File: src/rtl/bcc_pkg.sv
// bcc_pkg: shared constants, types and helpers of the bcd clock/calendar core
package bcc_pkg;

	// ====================================================================
	// clocking and timing
	localparam int unsigned CLK_HZ        = 10_000_000;  // core clock, 100 ns
	localparam int unsigned OSC_HZ        = 32_768;      // crystal rate
	localparam int unsigned DEFER_MS      = 250;         // longest display hold-off
	// longest time: integer division rounds down
	localparam int unsigned DEFER_CYCLES  = (CLK_HZ / 1000) * DEFER_MS;
	localparam int unsigned DEFER_W       = 22;

	// ====================================================================
	// register offsets (byte pointer positions)
	localparam logic [2:0] ADDR_SECONDS   = 3'h0;
	localparam logic [2:0] ADDR_MINUTES   = 3'h1;
	localparam logic [2:0] ADDR_HOURS     = 3'h2;
	localparam logic [2:0] ADDR_WEEKDAY   = 3'h3;
	localparam logic [2:0] ADDR_MONTH_DAY = 3'h4;
	localparam logic [2:0] ADDR_MONTH     = 3'h5;
	localparam logic [2:0] ADDR_YEAR      = 3'h6;
	localparam logic [2:0] ADDR_CTRL      = 3'h7;
	localparam int unsigned TIME_REGS     = 7;

	// ====================================================================
	// field positions
	localparam int unsigned OSC_HALT_BIT   = 7;  // seconds register
	localparam int unsigned CENTURY_FLAG_BIT = 7;  // hours register
	localparam int unsigned CENTURY_EN_BIT = 6;  // hours register
	localparam int unsigned WDAY_MSB       = 2;  // weekday count in bits 2..0
	localparam int unsigned TEST_TAP       = 5;  // 32768 / 2^6 = 512 Hz

	// ====================================================================
	// reset values and counter limits
	localparam logic [7:0] CTRL_RESET     = 8'h80;  // level bit set, test off
	localparam logic [7:0] TIME_RESET     = 8'h00;
	localparam logic [7:0] DATE_RESET     = 8'h01;
	localparam logic [6:0] SEC_MAX        = 7'h59;
	localparam logic [6:0] MIN_MAX        = 7'h59;
	localparam logic [5:0] HOUR_MAX       = 6'h23;
	localparam logic [2:0] WDAY_MAX       = 3'h7;
	localparam logic [7:0] MONTH_MAX      = 8'h12;
	localparam logic [7:0] YEAR_MAX       = 8'h99;

	// ====================================================================
	// calibration: seconds measured in oscillator cycles
	localparam logic [16:0] SEC_LEN       = 17'h08000;  // 32768 cycles
	localparam logic [16:0] CAL_SHORTEN   = 17'h00080;  // 128 cycles blanked
	localparam logic [16:0] CAL_LENGTHEN  = 17'h00100;  // 256 cycles added
	localparam logic [5:0]  CAL_LAST_MIN  = 6'h3E;      // minute 62 of 64

	// ====================================================================
	// types
	typedef struct packed {
		logic       out_level;     // bit 7
		logic       freq_test_select; // bit 6
		logic       cal_positive;  // bit 5
		logic [4:0] cal_mag;       // bits 4..0
	} bcc_ctrl_t;

	typedef struct packed {
		logic alter;     // this second is the corrected one
		logic positive;  // lengthen rather than shorten
	} bcc_cal_t;

	// ====================================================================
	// helpers
	function automatic logic [7:0] bcc_bcd_inc(input logic [7:0] v);
		if (v[3:0] == 4'h9) begin
			bcc_bcd_inc = {v[7:4] + 4'h1, 4'h0};
		end else begin
			bcc_bcd_inc = {v[7:4], v[3:0] + 4'h1};
		end
	endfunction : bcc_bcd_inc

	// last day of a month, leap years every fourth bcd year
	function automatic logic [7:0] bcc_month_last(input logic [7:0] mon,
		input logic [7:0] yr);
		logic leap;
		leap = (!yr[4] && (yr[3:0] == 4'h0 || yr[3:0] == 4'h4 || yr[3:0] == 4'h8))
			|| (yr[4] && (yr[3:0] == 4'h2 || yr[3:0] == 4'h6));
		case (mon)
			8'h02:   bcc_month_last = leap ? 8'h29 : 8'h28;
			8'h04, 8'h06, 8'h09, 8'h11: bcc_month_last = 8'h30;
			default: bcc_month_last = 8'h31;
		endcase
	endfunction : bcc_month_last

endpackage : bcc_pkg

File: src/rtl/bcc_osc_div.sv
// bcc_osc_div: crystal sampler, calibrated seconds divider and test tap
`timescale 1ns/1ps
`default_nettype none
module bcc_osc_div
	import bcc_pkg::*;
(
	// clock and reset
	input  wire logic     i_clk,
	input  wire logic     i_rst_b,
	// oscillator and control
	input  wire logic     i_osc,
	input  wire logic     i_halt,
	input  wire bcc_cal_t i_cal,
	// outputs
	output logic          o_sec_tick,
	output logic          o_test_wave
);

	// ====================================================================
	// crystal input synchroniser
	logic        osc_s1_q, osc_s2_q, osc_s3_q;
	logic        osc_edge;
	logic [16:0] cnt_q, cnt_d, sec_limit;
	logic [5:0]  tap_q, tap_d;
	logic        tick_q, tick_d;

	// two flops before use; third only remembers the last level
	always_ff @(posedge i_clk or negedge i_rst_b) begin
		if (!i_rst_b) begin
			osc_s1_q <= 1'b0;
			osc_s2_q <= 1'b0;
			osc_s3_q <= 1'b0;
		end else begin
			osc_s1_q <= i_osc;
			osc_s2_q <= osc_s1_q;
			osc_s3_q <= osc_s2_q;
		end
	end

	// a halted oscillator produces no edges at all
	assign osc_edge = osc_s2_q && !osc_s3_q && !i_halt;

	// ====================================================================
	// dividers: test tap runs before the correction point
	always_comb begin
		sec_limit = SEC_LEN;
		if (i_cal.alter) begin
			sec_limit = i_cal.positive ? SEC_LEN + CAL_LENGTHEN
				: SEC_LEN - CAL_SHORTEN;
		end
		cnt_d  = cnt_q;
		tap_d  = tap_q;
		tick_d = 1'b0;
		if (osc_edge) begin
			tap_d = tap_q + 6'h01;
			if (cnt_q >= sec_limit - 17'h00001) begin
				cnt_d  = 17'h00000;
				tick_d = 1'b1;
			end else begin
				cnt_d = cnt_q + 17'h00001;
			end
		end
	end

	always_ff @(posedge i_clk or negedge i_rst_b) begin
		if (!i_rst_b) begin
			cnt_q  <= 17'h00000;
			tap_q  <= 6'h00;
			tick_q <= 1'b0;
		end else begin
			cnt_q  <= cnt_d;
			tap_q  <= tap_d;
			tick_q <= tick_d;
		end
	end

	assign o_sec_tick  = tick_q;
	assign o_test_wave = tap_q[TEST_TAP];
endmodule : bcc_osc_div
`default_nettype wire

File: src/rtl/bcc_clock_core.sv
// bcc_clock_core: bcd clock/calendar registers, display hold-off, pin drive
`timescale 1ns/1ps
`default_nettype none
// Operation
// seven bcd time registers at 0..6, control at 7, all readable and writable
// hours register carries century enable in bit 6, century flag in bit 7
// century flag inverts at year rollover only while century enable is set
// weekday in bits 2..0 of register 3; registers 4..6 date, month, year
// seconds bit 7 halts oscillator; clearing it resumes counting within a second
// time registers read singly or in bursts; control register accessed alone; here a burst read or write steps from 6 on into it
// display update held off up to 250 ms during reads; live count continues
// correction acts on divider chain; positive adds counts, negative blanks
// calibration magnitude 0..31 in control bits 4..0
// control bit 5 selects direction: one positive, zero negative
// 64-minute cycle; altered second shortened 128 or lengthened 256 cycles
// magnitude N corrects the first 2N minutes, never past minute 62
// test bit set makes the pin toggle at 512 Hz from the divider
// test frequency tap sits ahead of calibration and never changes with it
// test bit clear: pin low when level bit zero, released when one
// pin is open drain, only pulls low, high comes from pull-up
// after power-up test bit is zero and level bit is one
// read pointer advances only when the host acknowledges a byte
// bcd counters roll at natural limits and carry, month length applied
module bcc_clock_core
	import bcc_pkg::*;
#(
	parameter int unsigned DEFER_LIMIT = DEFER_CYCLES
)(
	// clock and reset
	input  wire logic       i_clk,
	input  wire logic       i_rst_b,
	// crystal oscillator pin
	input  wire logic       i_osc,
	// byte port from the serial bus slave
	input  wire logic       i_ptr_load,
	input  wire logic [2:0] i_ptr_addr,
	input  wire logic       i_wr_stb,
	input  wire logic [7:0] i_wr_data,
	input  wire logic       i_rd_stb,
	input  wire logic       i_rd_ack,
	input  wire logic       i_rd_busy,
	output logic [7:0]      o_rd_data,
	output logic [2:0]      o_ptr,
	// test or level pin, open drain
	input  wire logic       i_pin_in,
	output logic            o_pin_out,
	output logic            o_pin_oe
);

	// ====================================================================
	// state
	logic [7:0]      live_q [TIME_REGS];
	logic [7:0]      live_d [TIME_REGS];
	logic [7:0]      shad_q [TIME_REGS];
	logic [7:0]      shad_d [TIME_REGS];
	bcc_ctrl_t       ctrl_q, ctrl_d;
	logic [2:0]      ptr_q, ptr_d;
	logic [7:0]      rd_q, rd_d;
	logic            pend_q, pend_d;
	logic [DEFER_W-1:0] defer_q, defer_d;
	logic [5:0]      mcyc_q, mcyc_d;
	logic            pin_oe_q, pin_oe_d;
	logic            sec_tick, test_wave, reading, transfer, min_wrap, wr_time;
	bcc_cal_t        cal;
	logic [7:0]      sec_v, min_v, hr_v, wd_v, date_v, mon_v, yr_v;

	// ====================================================================
	// seconds divider with calibration
	// eligible minute: index below twice the magnitude, max 62 by width
	assign cal.alter    = (mcyc_q < {ctrl_q.cal_mag, 1'b0})
		&& (live_q[ADDR_SECONDS][6:0] == 7'h00);
	assign cal.positive = ctrl_q.cal_positive;

	bcc_osc_div u_div (
		.i_clk       (i_clk),
		.i_rst_b     (i_rst_b),
		.i_osc       (i_osc),
		.i_halt      (live_q[ADDR_SECONDS][OSC_HALT_BIT]),
		.i_cal       (cal),
		.o_sec_tick  (sec_tick),
		.o_test_wave (test_wave)
	);

	// ====================================================================
	// live time counters
	assign wr_time  = i_wr_stb && (ptr_q != ADDR_CTRL);
	// minute boundary; steps the 64-minute correction cycle
	assign min_wrap = sec_tick && (live_q[ADDR_SECONDS][6:0] == SEC_MAX);

	// carry chain; a byte written in the same cycle overrides its count
	always_comb begin
		sec_v  = live_q[ADDR_SECONDS];
		min_v  = live_q[ADDR_MINUTES];
		hr_v   = live_q[ADDR_HOURS];
		wd_v   = live_q[ADDR_WEEKDAY];
		date_v = live_q[ADDR_MONTH_DAY];
		mon_v  = live_q[ADDR_MONTH];
		yr_v   = live_q[ADDR_YEAR];
		if (sec_tick) begin
			if (sec_v[6:0] != SEC_MAX) begin
				sec_v = bcc_bcd_inc(sec_v);
			end else begin
				sec_v[6:0] = 7'h00;
				if (min_v[6:0] != MIN_MAX) begin
					min_v = bcc_bcd_inc(min_v);
				end else begin
					min_v[6:0] = 7'h00;
					if (hr_v[5:0] != HOUR_MAX) begin
						hr_v[5:0] = 6'(bcc_bcd_inc({2'b00, hr_v[5:0]}));
					end else begin
						hr_v[5:0] = 6'h00;
						// weekday wraps 7 to 1
						wd_v[WDAY_MSB:0] = (wd_v[WDAY_MSB:0] == WDAY_MAX)
							? 3'h1 : wd_v[WDAY_MSB:0] + 3'h1;
						if (date_v != bcc_month_last(mon_v, yr_v)) begin
							date_v = bcc_bcd_inc(date_v);
						end else begin
							date_v = DATE_RESET;
							if (mon_v != MONTH_MAX) begin
								mon_v = bcc_bcd_inc(mon_v);
							end else begin
								mon_v = DATE_RESET;
								if (yr_v != YEAR_MAX) begin
									yr_v = bcc_bcd_inc(yr_v);
								end else begin
									yr_v = TIME_RESET;
									if (hr_v[CENTURY_EN_BIT]) begin
										hr_v[CENTURY_FLAG_BIT] = ~hr_v[CENTURY_FLAG_BIT];
									end
								end
							end
						end
					end
				end
			end
		end
		live_d[ADDR_SECONDS]   = sec_v;
		live_d[ADDR_MINUTES]   = min_v;
		live_d[ADDR_HOURS]     = hr_v;
		live_d[ADDR_WEEKDAY]   = wd_v;
		live_d[ADDR_MONTH_DAY] = date_v;
		live_d[ADDR_MONTH]     = mon_v;
		live_d[ADDR_YEAR]      = yr_v;
		if (wr_time) begin
			live_d[ptr_q] = i_wr_data;
		end
	end

	// ====================================================================
	// readable copy and its hold-off
	// a byte read mid-carry could mix old and new fields, hence the copy
	assign reading  = i_rd_busy && (ptr_q != ADDR_CTRL);
	assign transfer = pend_q && (!reading
		|| defer_q >= DEFER_W'(DEFER_LIMIT - 1));

	always_comb begin
		shad_d  = shad_q;
		pend_d  = pend_q;
		defer_d = defer_q;
		if (transfer) begin
			shad_d  = live_q;
			pend_d  = 1'b0;
			defer_d = '0;
		end else if (pend_q) begin
			defer_d = defer_q + 1'b1;
		end
		// a fresh tick wins over the clear of the same cycle
		if (sec_tick) begin
			pend_d = 1'b1;
		end
		if (wr_time) begin
			shad_d[ptr_q] = i_wr_data;
		end
	end

	// ====================================================================
	// control register, pointer and read data
	always_comb begin
		ctrl_d = ctrl_q;
		ptr_d  = ptr_q;
		rd_d   = rd_q;
		if (i_wr_stb && ptr_q == ADDR_CTRL) begin
			ctrl_d = bcc_ctrl_t'(i_wr_data);
		end
		if (i_rd_stb) begin
			// control byte is served directly, never through the copy
			rd_d = (ptr_q == ADDR_CTRL) ? ctrl_q : shad_q[ptr_q];
		end
		if (i_ptr_load) begin
			ptr_d = i_ptr_addr;
		end else if (i_wr_stb || i_rd_ack) begin
			ptr_d = ptr_q + 3'h1;
		end
	end

	// ====================================================================
	// calibration minute cycle and pin drive
	always_comb begin
		mcyc_d = min_wrap ? mcyc_q + 6'h01 : mcyc_q;
		// oe high pulls the pin low; the pull-up makes the high
		pin_oe_d = ctrl_q.freq_test_select ? !test_wave
			: !ctrl_q.out_level;
	end

	// ====================================================================
	// registers
	always_ff @(posedge i_clk or negedge i_rst_b) begin
		if (!i_rst_b) begin
			for (int i = 0; i < TIME_REGS; i++) begin
				live_q[i] <= (i == 4 || i == 5) ? DATE_RESET : TIME_RESET;
				shad_q[i] <= (i == 4 || i == 5) ? DATE_RESET : TIME_RESET;
			end
			ctrl_q   <= bcc_ctrl_t'(CTRL_RESET);
			ptr_q    <= 3'h0;
			rd_q     <= 8'h00;
			pend_q   <= 1'b0;
			defer_q  <= '0;
			mcyc_q   <= 6'h00;
			pin_oe_q <= 1'b0;
		end else begin
			live_q   <= live_d;
			shad_q   <= shad_d;
			ctrl_q   <= ctrl_d;
			ptr_q    <= ptr_d;
			rd_q     <= rd_d;
			pend_q   <= pend_d;
			defer_q  <= defer_d;
			mcyc_q   <= mcyc_d;
			pin_oe_q <= pin_oe_d;
		end
	end

	assign o_rd_data = rd_q;
	assign o_ptr     = ptr_q;
	assign o_pin_out = 1'b0;
	assign o_pin_oe  = pin_oe_q;
endmodule : bcc_clock_core
`default_nettype wire

File: config.mk
export PLATFORM = sky130hd
export DESIGN_NAME = bcc_clock_core
export DESIGN_NICKNAME = d
export VERILOG_FILES = /design/src/rtl/bcc_pkg.sv /design/src/rtl/bcc_osc_div.sv /design/src/rtl/bcc_clock_core.sv
export SDC_FILE = /design/constraint.sdc
export NUM_CORES = 1
export LEC_CHECK = 0
export ABC_AREA = 1
export ABC_CLOCK_PERIOD_IN_PS = 3500
export BUFFER_PORTS_ARGS = -buffer_cell sky130_fd_sc_hd__buf_2
export CORE_ASPECT_RATIO = 2
export CORE_MARGIN = 4
export CORE_UTILIZATION = 57
export DETAILED_ROUTE_END_ITERATION = 10
export PLACE_DENSITY = 0.86
export SYNTH_ARGS = -nofsm -noshare
export SYNTH_HDL_FRONTEND = slang
export SYNTH_SLANG_ARGS = --single-unit
File: constraint.sdc
create_clock -name i_clk -period 3.5 [get_ports i_clk]
set_clock_uncertainty 0.2 [all_clocks]
set_input_delay 0.175 -clock i_clk [delete_from_list [all_inputs] [get_ports i_clk]]
set_output_delay 0.175 -clock i_clk [all_outputs]
set_load 0.05 [all_outputs]
Word level (Yosys, flattened, before mapping)

Cells that the tools add are included.
W data, S select, Z words.

Register bits: 188
Bits in latches: 0
Bits in writable memories: 0
Memory bits (read-only): 0
Bits of input ports: 20
Output and inout bits: 13
Logic and storage cells: 189
Memories kept: 0

Add/sub/neg operators: 19
$mul: 0
Divide/modulo/power cells: 0
Order comparisons: 5
Eq/ne operators: 25
Shifts and indexed selects: 0
Mux-type cells: 77
Bitwise gates (word level): 2
Reduce and logical (&&, ||, !) cells: 29

Operator list:

| cell                    | number |
|---|---|
| $mux W8                 | 34 |
| $mux W56                | 3 |
| $bwmux W56              | 2 |
| $add A4 B1 Y4 const B   | 11 |
| $mux W22                | 2 |
| $mux W16                | 2 |
| $mux W6                 | 5 |
| $eq A4 B4 Y1 const B    | 7 |
| $bmux W8 S3             | 1 |
| $demux W8 S3            | 1 |
| $add A22 B1 Y22 const B | 1 |
| $ge A22 B22 Y1 const B  | 1 |
| $mux W3                 | 7 |
| $add A17 B1 Y17 const B | 1 |
| $ge A17 B17 Y1          | 1 |
| $mux W17                | 1 |
| $sub A17 B1 Y17 const B | 1 |
| $eq A8 B3 Y1 const B    | 2 |
| $mux W1                 | 16 |
| $mux W7                 | 2 |
| $ne A7 B7 Y1 const B    | 2 |
| $add A6 B1 Y6 const B   | 2 |
| $logic_and A1 B1 Y1     | 11 |
| $pmux W5 S2             | 1 |
| other kinds (25)        | 40 |

Depth between registers and ports, before layout

Depth after elaboration: 19
Depth in mapped cells: 20
Mapped depth without buffers: 19

Cells and area by module

A second synthesis with hierarchy kept.

Cells, all modules: 1470
Area, all modules: 11060.6 µm²

Modules (own cells, without submodules):

| module         | times used | cells an instance | area each (µm²) | seq. area each (µm²) |
|---|---|---|---|---|
| bcc_clock_core | 1          | 1263              | 9335.2          | 4035.1 |
| bcc_osc_div    | 1          | 207               | 1725.4          | 675.6 |

Worst setup path before layout

No wires, ideal clock.

Path kind: register to register
From: reg ctrl_q[1] (netlist name)
To: reg u_div.cnt_q[10]
Setup time: 0.120 ns
Data arrival time: 3.169 ns
Data required time: 3.180 ns
Slack: 0.010 ns
Stages on the path, launching flop included: 21
Buffers on the path: 1
Period minus slack after synthesis: 3.490 ns
Cell sequence: dfrtp_1 inv_1 ha_1 a21boi_0 o21a_1 o21a_1 o21ai_0 nand4_1 nor2_1 inv_1 ha_1 nand2_1 inv_1 nand3_1 nor2_1 inv_1 nor4_1 nor3_1 a21oi_1 buf_2 nor2_1

Longest elaborated chain between the ends: 6

Ends and longest elaborated chain:

| what                   | line                  | text |
|---|---|---|
| start, declared        | bcc_clock_core.sv:56  | `bcc_ctrl_t ctrl_q, ctrl_d;` |
| start signal, assigned | bcc_clock_core.sv:213 | `ctrl_q <= bcc_ctrl_t'(CTRL_RESET);` |
| start signal, assigned | bcc_clock_core.sv:223 | `ctrl_q <= ctrl_d;` |
| $lt A6 B6 Y1           | bcc_clock_core.sv:70  | `assign cal.alter = (mcyc_q < {ctrl_q.cal_mag, 1'b0})` |
| $logic_and A1 B1 Y1    | bcc_clock_core.sv:71  | `&& (live_q[ADDR_SECONDS][6:0] == 7'h00);` |
| $mux W16               | bcc_osc_div.sv:47     | `if (i_cal.alter) begin` |
| $sub A17 B1 Y17        | bcc_osc_div.sv:56     | `if (cnt_q >= sec_limit - 17'h00001) begin` |
| $ge A17 B17 Y1         | bcc_osc_div.sv:56     |  |
| $mux W17               | bcc_osc_div.sv:56     |  |
| end signal, assigned   | bcc_osc_div.sv:71     | `cnt_q <= cnt_d;` |
| end, declared          | bcc_osc_div.sv:23     | `logic [16:0] cnt_q, cnt_d, sec_limit;` |

No other way between the ends.
A chain may end at the register's enable or synchronous reset.

Worst setup path after layout

From: reg ctrl_q[1] (netlist name)
To: reg u_div.cnt_q[6]

The elaborated chain is that of the path after synthesis.

==> summary.txt <==
Dominant cells by area after synthesis: dfrtp_1, nand2_1, inv_1, nor2_1, nand3_1
Design Area, Final: 12400 µm²
Final worst path period need: 3.35 ns
Most used DFF post-synth: dfrtp_1
Gr usage total: 31.2%
Setup Viol. Count Final: 0
Most common cell in the netlist: nand2_1
Htree depth: 4
Hold crit path type: in2reg
Fin. Hold Viols: 0
Core footprint: 18900 µm²
Final worst setup slack: 0.153 ns
Main combinational cell family by area after synthesis: simple AND/OR/NAND/NOR gates
Slew headroom: 42.5%
Total internal power: 5.19 mW
Tcrit/Tclk final: 95.6%
Die height: 204 µm
WL per Instance: 18.3 µm
Share of layout cells above drive strength 1: 9.29%
Vias in the first global route: 10400
Hpwl dp: 23300 µm
Crit path cell chain: inv_2 -> ha_4 -> a21boi_1 -> o21a_1 -> o21a_1 -> o21ai_2 -> nand4_1 -> nor2_4 -> buf_4 -> ha_1 -> a21oi_1 -> o21ai_1 -> nand4_1 -> o211ai_1 -> nor3_2 -> a21oi_2 -> buf_4 -> nor3_1
Cell area after synthesis: 11000 µm²
CP Class: reg2reg
CTS Root Cell: clkbuf_16
Worst setup SP type: register
Cts bufs inserted: 17
Post-synth top area cell: dfrtp_1
Largest net degree at the start of global routing: 103
Io pins: 33
# rows: 71
Clock transition at path regs: 0.07 ns
Final GP Congestion: 1.00
Hold slack final: 0.141 ns
Top cell type's share of synthesized area: 41.7%
Nets: 1573
Synth Area in XOR/XNOR: 3.91%
Adder-cell share of the synthesized area: 4.33%
Worst-margin pin slew: 0.863 ns
Total Power: 8.98 mW
RSZ-0062 raised after global routing: false
Sw Share: 42.2%
IO Port Bufs: 30
Post-synth EDFFs: 0
Initial DRT Pass Iterations: 6
Setup crit end kind: register
Pre-CTS setup slack: -0.193 ns
Syn. warnings: 0
Placed Instance Area: 11400 µm²
Max Cap Viol: 0
CP top delay family: compound AO/OA/AOI/OAI gates
DR vias: 10400
Clk network pwr share: 21.7%
Initial Util: 58.1%
Synth Area in Simple Gates: 28.6%
Register area share after synthesis: 42.9%
Worst-path fanout max: 4
Net Sw Power: 3.78 mW
Worst path required time: 3.66 ns
Comb pwr share: 34.4%
Slowest stage delay, CP: 0.38 ns
Flop pwr share: 43.9%
Cells after Synth: 1461
Die Area: 21700 µm²
P&R area growth vs syn: 12.5%
Mux cell area share after synthesis: 0.0911%
Fmax: 299 MHz
Unique cell type count in the Yosys netlist: 51
Max Transition Viols Final: 0
Clock latency at the later pin of the worst-skew pair: 0.45 ns
First-pass GRT wire length: 52500 µm
DRC errors left: 0
Pwr/cell area: 726 nW/µm²
P_leak: 6.13 nW
WL final: 32600 µm
Synthesized flop and latch total: 188
Slowest CP cell: dfrtp_1
Initial antenna violation count: 0
Synth Area in Compound Gates: 11.0%
Avg Cell Area, Syn: 7.52 µm²
CP arrival: 3.51 ns
Grt total ovfl: 0
Clock Path Buffers: 2
Die W: 106 µm
Clock Sinks: 188
Worst VDD drop: 0.356 mV
Share of synthesized registers carrying an async set or reset: 100%
Iter 0 DRT Violations: 839
Status: completed
Vias per cell: 5.84
Setup tns final: 0 ns
Ant diodes: 0
TritonCTS clock tree: yes
Synth top cells by count: nand2_1, inv_1, nor2_1
Syn_nets: 1519
Crit path buf inv count: 3
Antenna-violating nets left: 0
[sequential cells by signal (all words and copies together), names as in the netlist, 3 cells and up, named ones only]
register     cells
ctrl_q           7
defer_q         22
live_q          50
mcyc_q           6
o_ptr            3
o_rd_data        8
shad_q          56
u_div.cnt_q     17
u_div.tap_q      6
[worst min-delay path, delay by kind of cell]
kind	cells	cell delay, ns
and+or+nand+nor	1	0.33
buffers and inverters	1	0.14
AOI/OAI and AO/OA	1	0.13
[layout make-up]
cell class	count	area (µm²)
flip-flops and latches	188	4710
clock inverters	15	155
fillers	1556	6560
inverters	219	822
multi-input cells	1010	5320
well taps	255	319
repair buffers	79	604
clock buffers	17	425
[power groups by stage]
stage	Clock (mW)	Combinational [mW]	Sequential, mW
after detailed placement	0	2.95	3.92
after CTS	1.96	3.01	3.89
final	1.95	3.09	3.94
after global routing	2.05	3.52	4.02
after global placement	0	2.82	3.89
after floorplan	0	2.10	3.78
[routing by layer]
| metal | vias to the layer above | wire [µm] | global-route usage [%] | share of wire (%) |
|---|---|---|---|---|
| met5 | - | 0 | 0 | 0 |
| met4 | 0 | 3620 | 28.8 | 11 |
| met3 | 201 | 2080 | 5.94 | 6.4 |
| met2 | 473 | 16100 | 52.6 | 49 |
| met1 | 4905 | 10800 | 31.9 | 33 |
| li1 | 4842 | - | - | - |
[worst paths after layout]
check | startpoint | end | slack, ns | cells after the start
max | ctrl_q[1] | u_div.cnt_q[6] | 0.15 | 18
min | i_wr_stb | ctrl_q[7] | 0.14 | 3
max reg2reg | ctrl_q[1] | u_div.cnt_q[6] | 0.15 | 18
min reg2reg | u_div.osc_s1_q | u_div.osc_s2_q | 0.15 | 0
max in group asynchronous | i_rst_b | u_div.cnt_q[11] | 2.05 | 3
min in group asynchronous | i_rst_b | live_q[35] | 0.18 | 2
[timing repair]
action,in CTS,in global routing
endpoints found under the setup margin,16,17
hold endpoints to repair,155,0
pin swaps,1,4
hold buffers,23,0
gates cloned,0,1
setup buffers,1,4
gates resized for setup,4,14
[logic make-up (layout without fill, tap and decap cells)]
| kind of cell | Yosys count | count (layout) |
|---|---|---|
| other | 2 | 2 |
| adder cells (fa/ha/maj) | 38 | 38 |
| AO/OA/AOI/OAI | 215 | 215 |
| flip-flops | 188 | 188 |
| XOR/XNOR | 49 | 49 |
| AND/OR/NAND/NOR | 705 | 705 |
| multiplexers | 1 | 1 |
| buffers and inverters | 263 | 330 |
[cells in the final DEF (no fill, tap or decap), types with 5 or more instances in the layout]
master	n
nor4_1	8
clkbuf_16	17
dfrtp_1	182
nor3_1	19
inv_1	204
inv_6	5
dfstp_2	5
ha_1	36
a21oi_1	84
buf_4	23
nor2_4	6
buf_2	29
nand3_1	140
o21ai_0	77
xnor2_1	11
nand4_1	27
inv_2	9
o221ai_1	9
nand2_2	9
o211ai_1	14
xor2_1	38
nor2_1	187
dlygate4sd3_1	23
clkinv_1	6
nand2_1	283
o21ai_1	5
nor2_2	6
[metrics by stage]
step	utilization, %	std cells
5_1_grt	65.3	1783
3_5_place_dp	60.5	1722
2_1_floorplan	-	1461
6_report	65.3	1783
4_1_cts	64.9	1778
3_3_place_gp	60.5	1722
(Power assumes the default switching activity.)
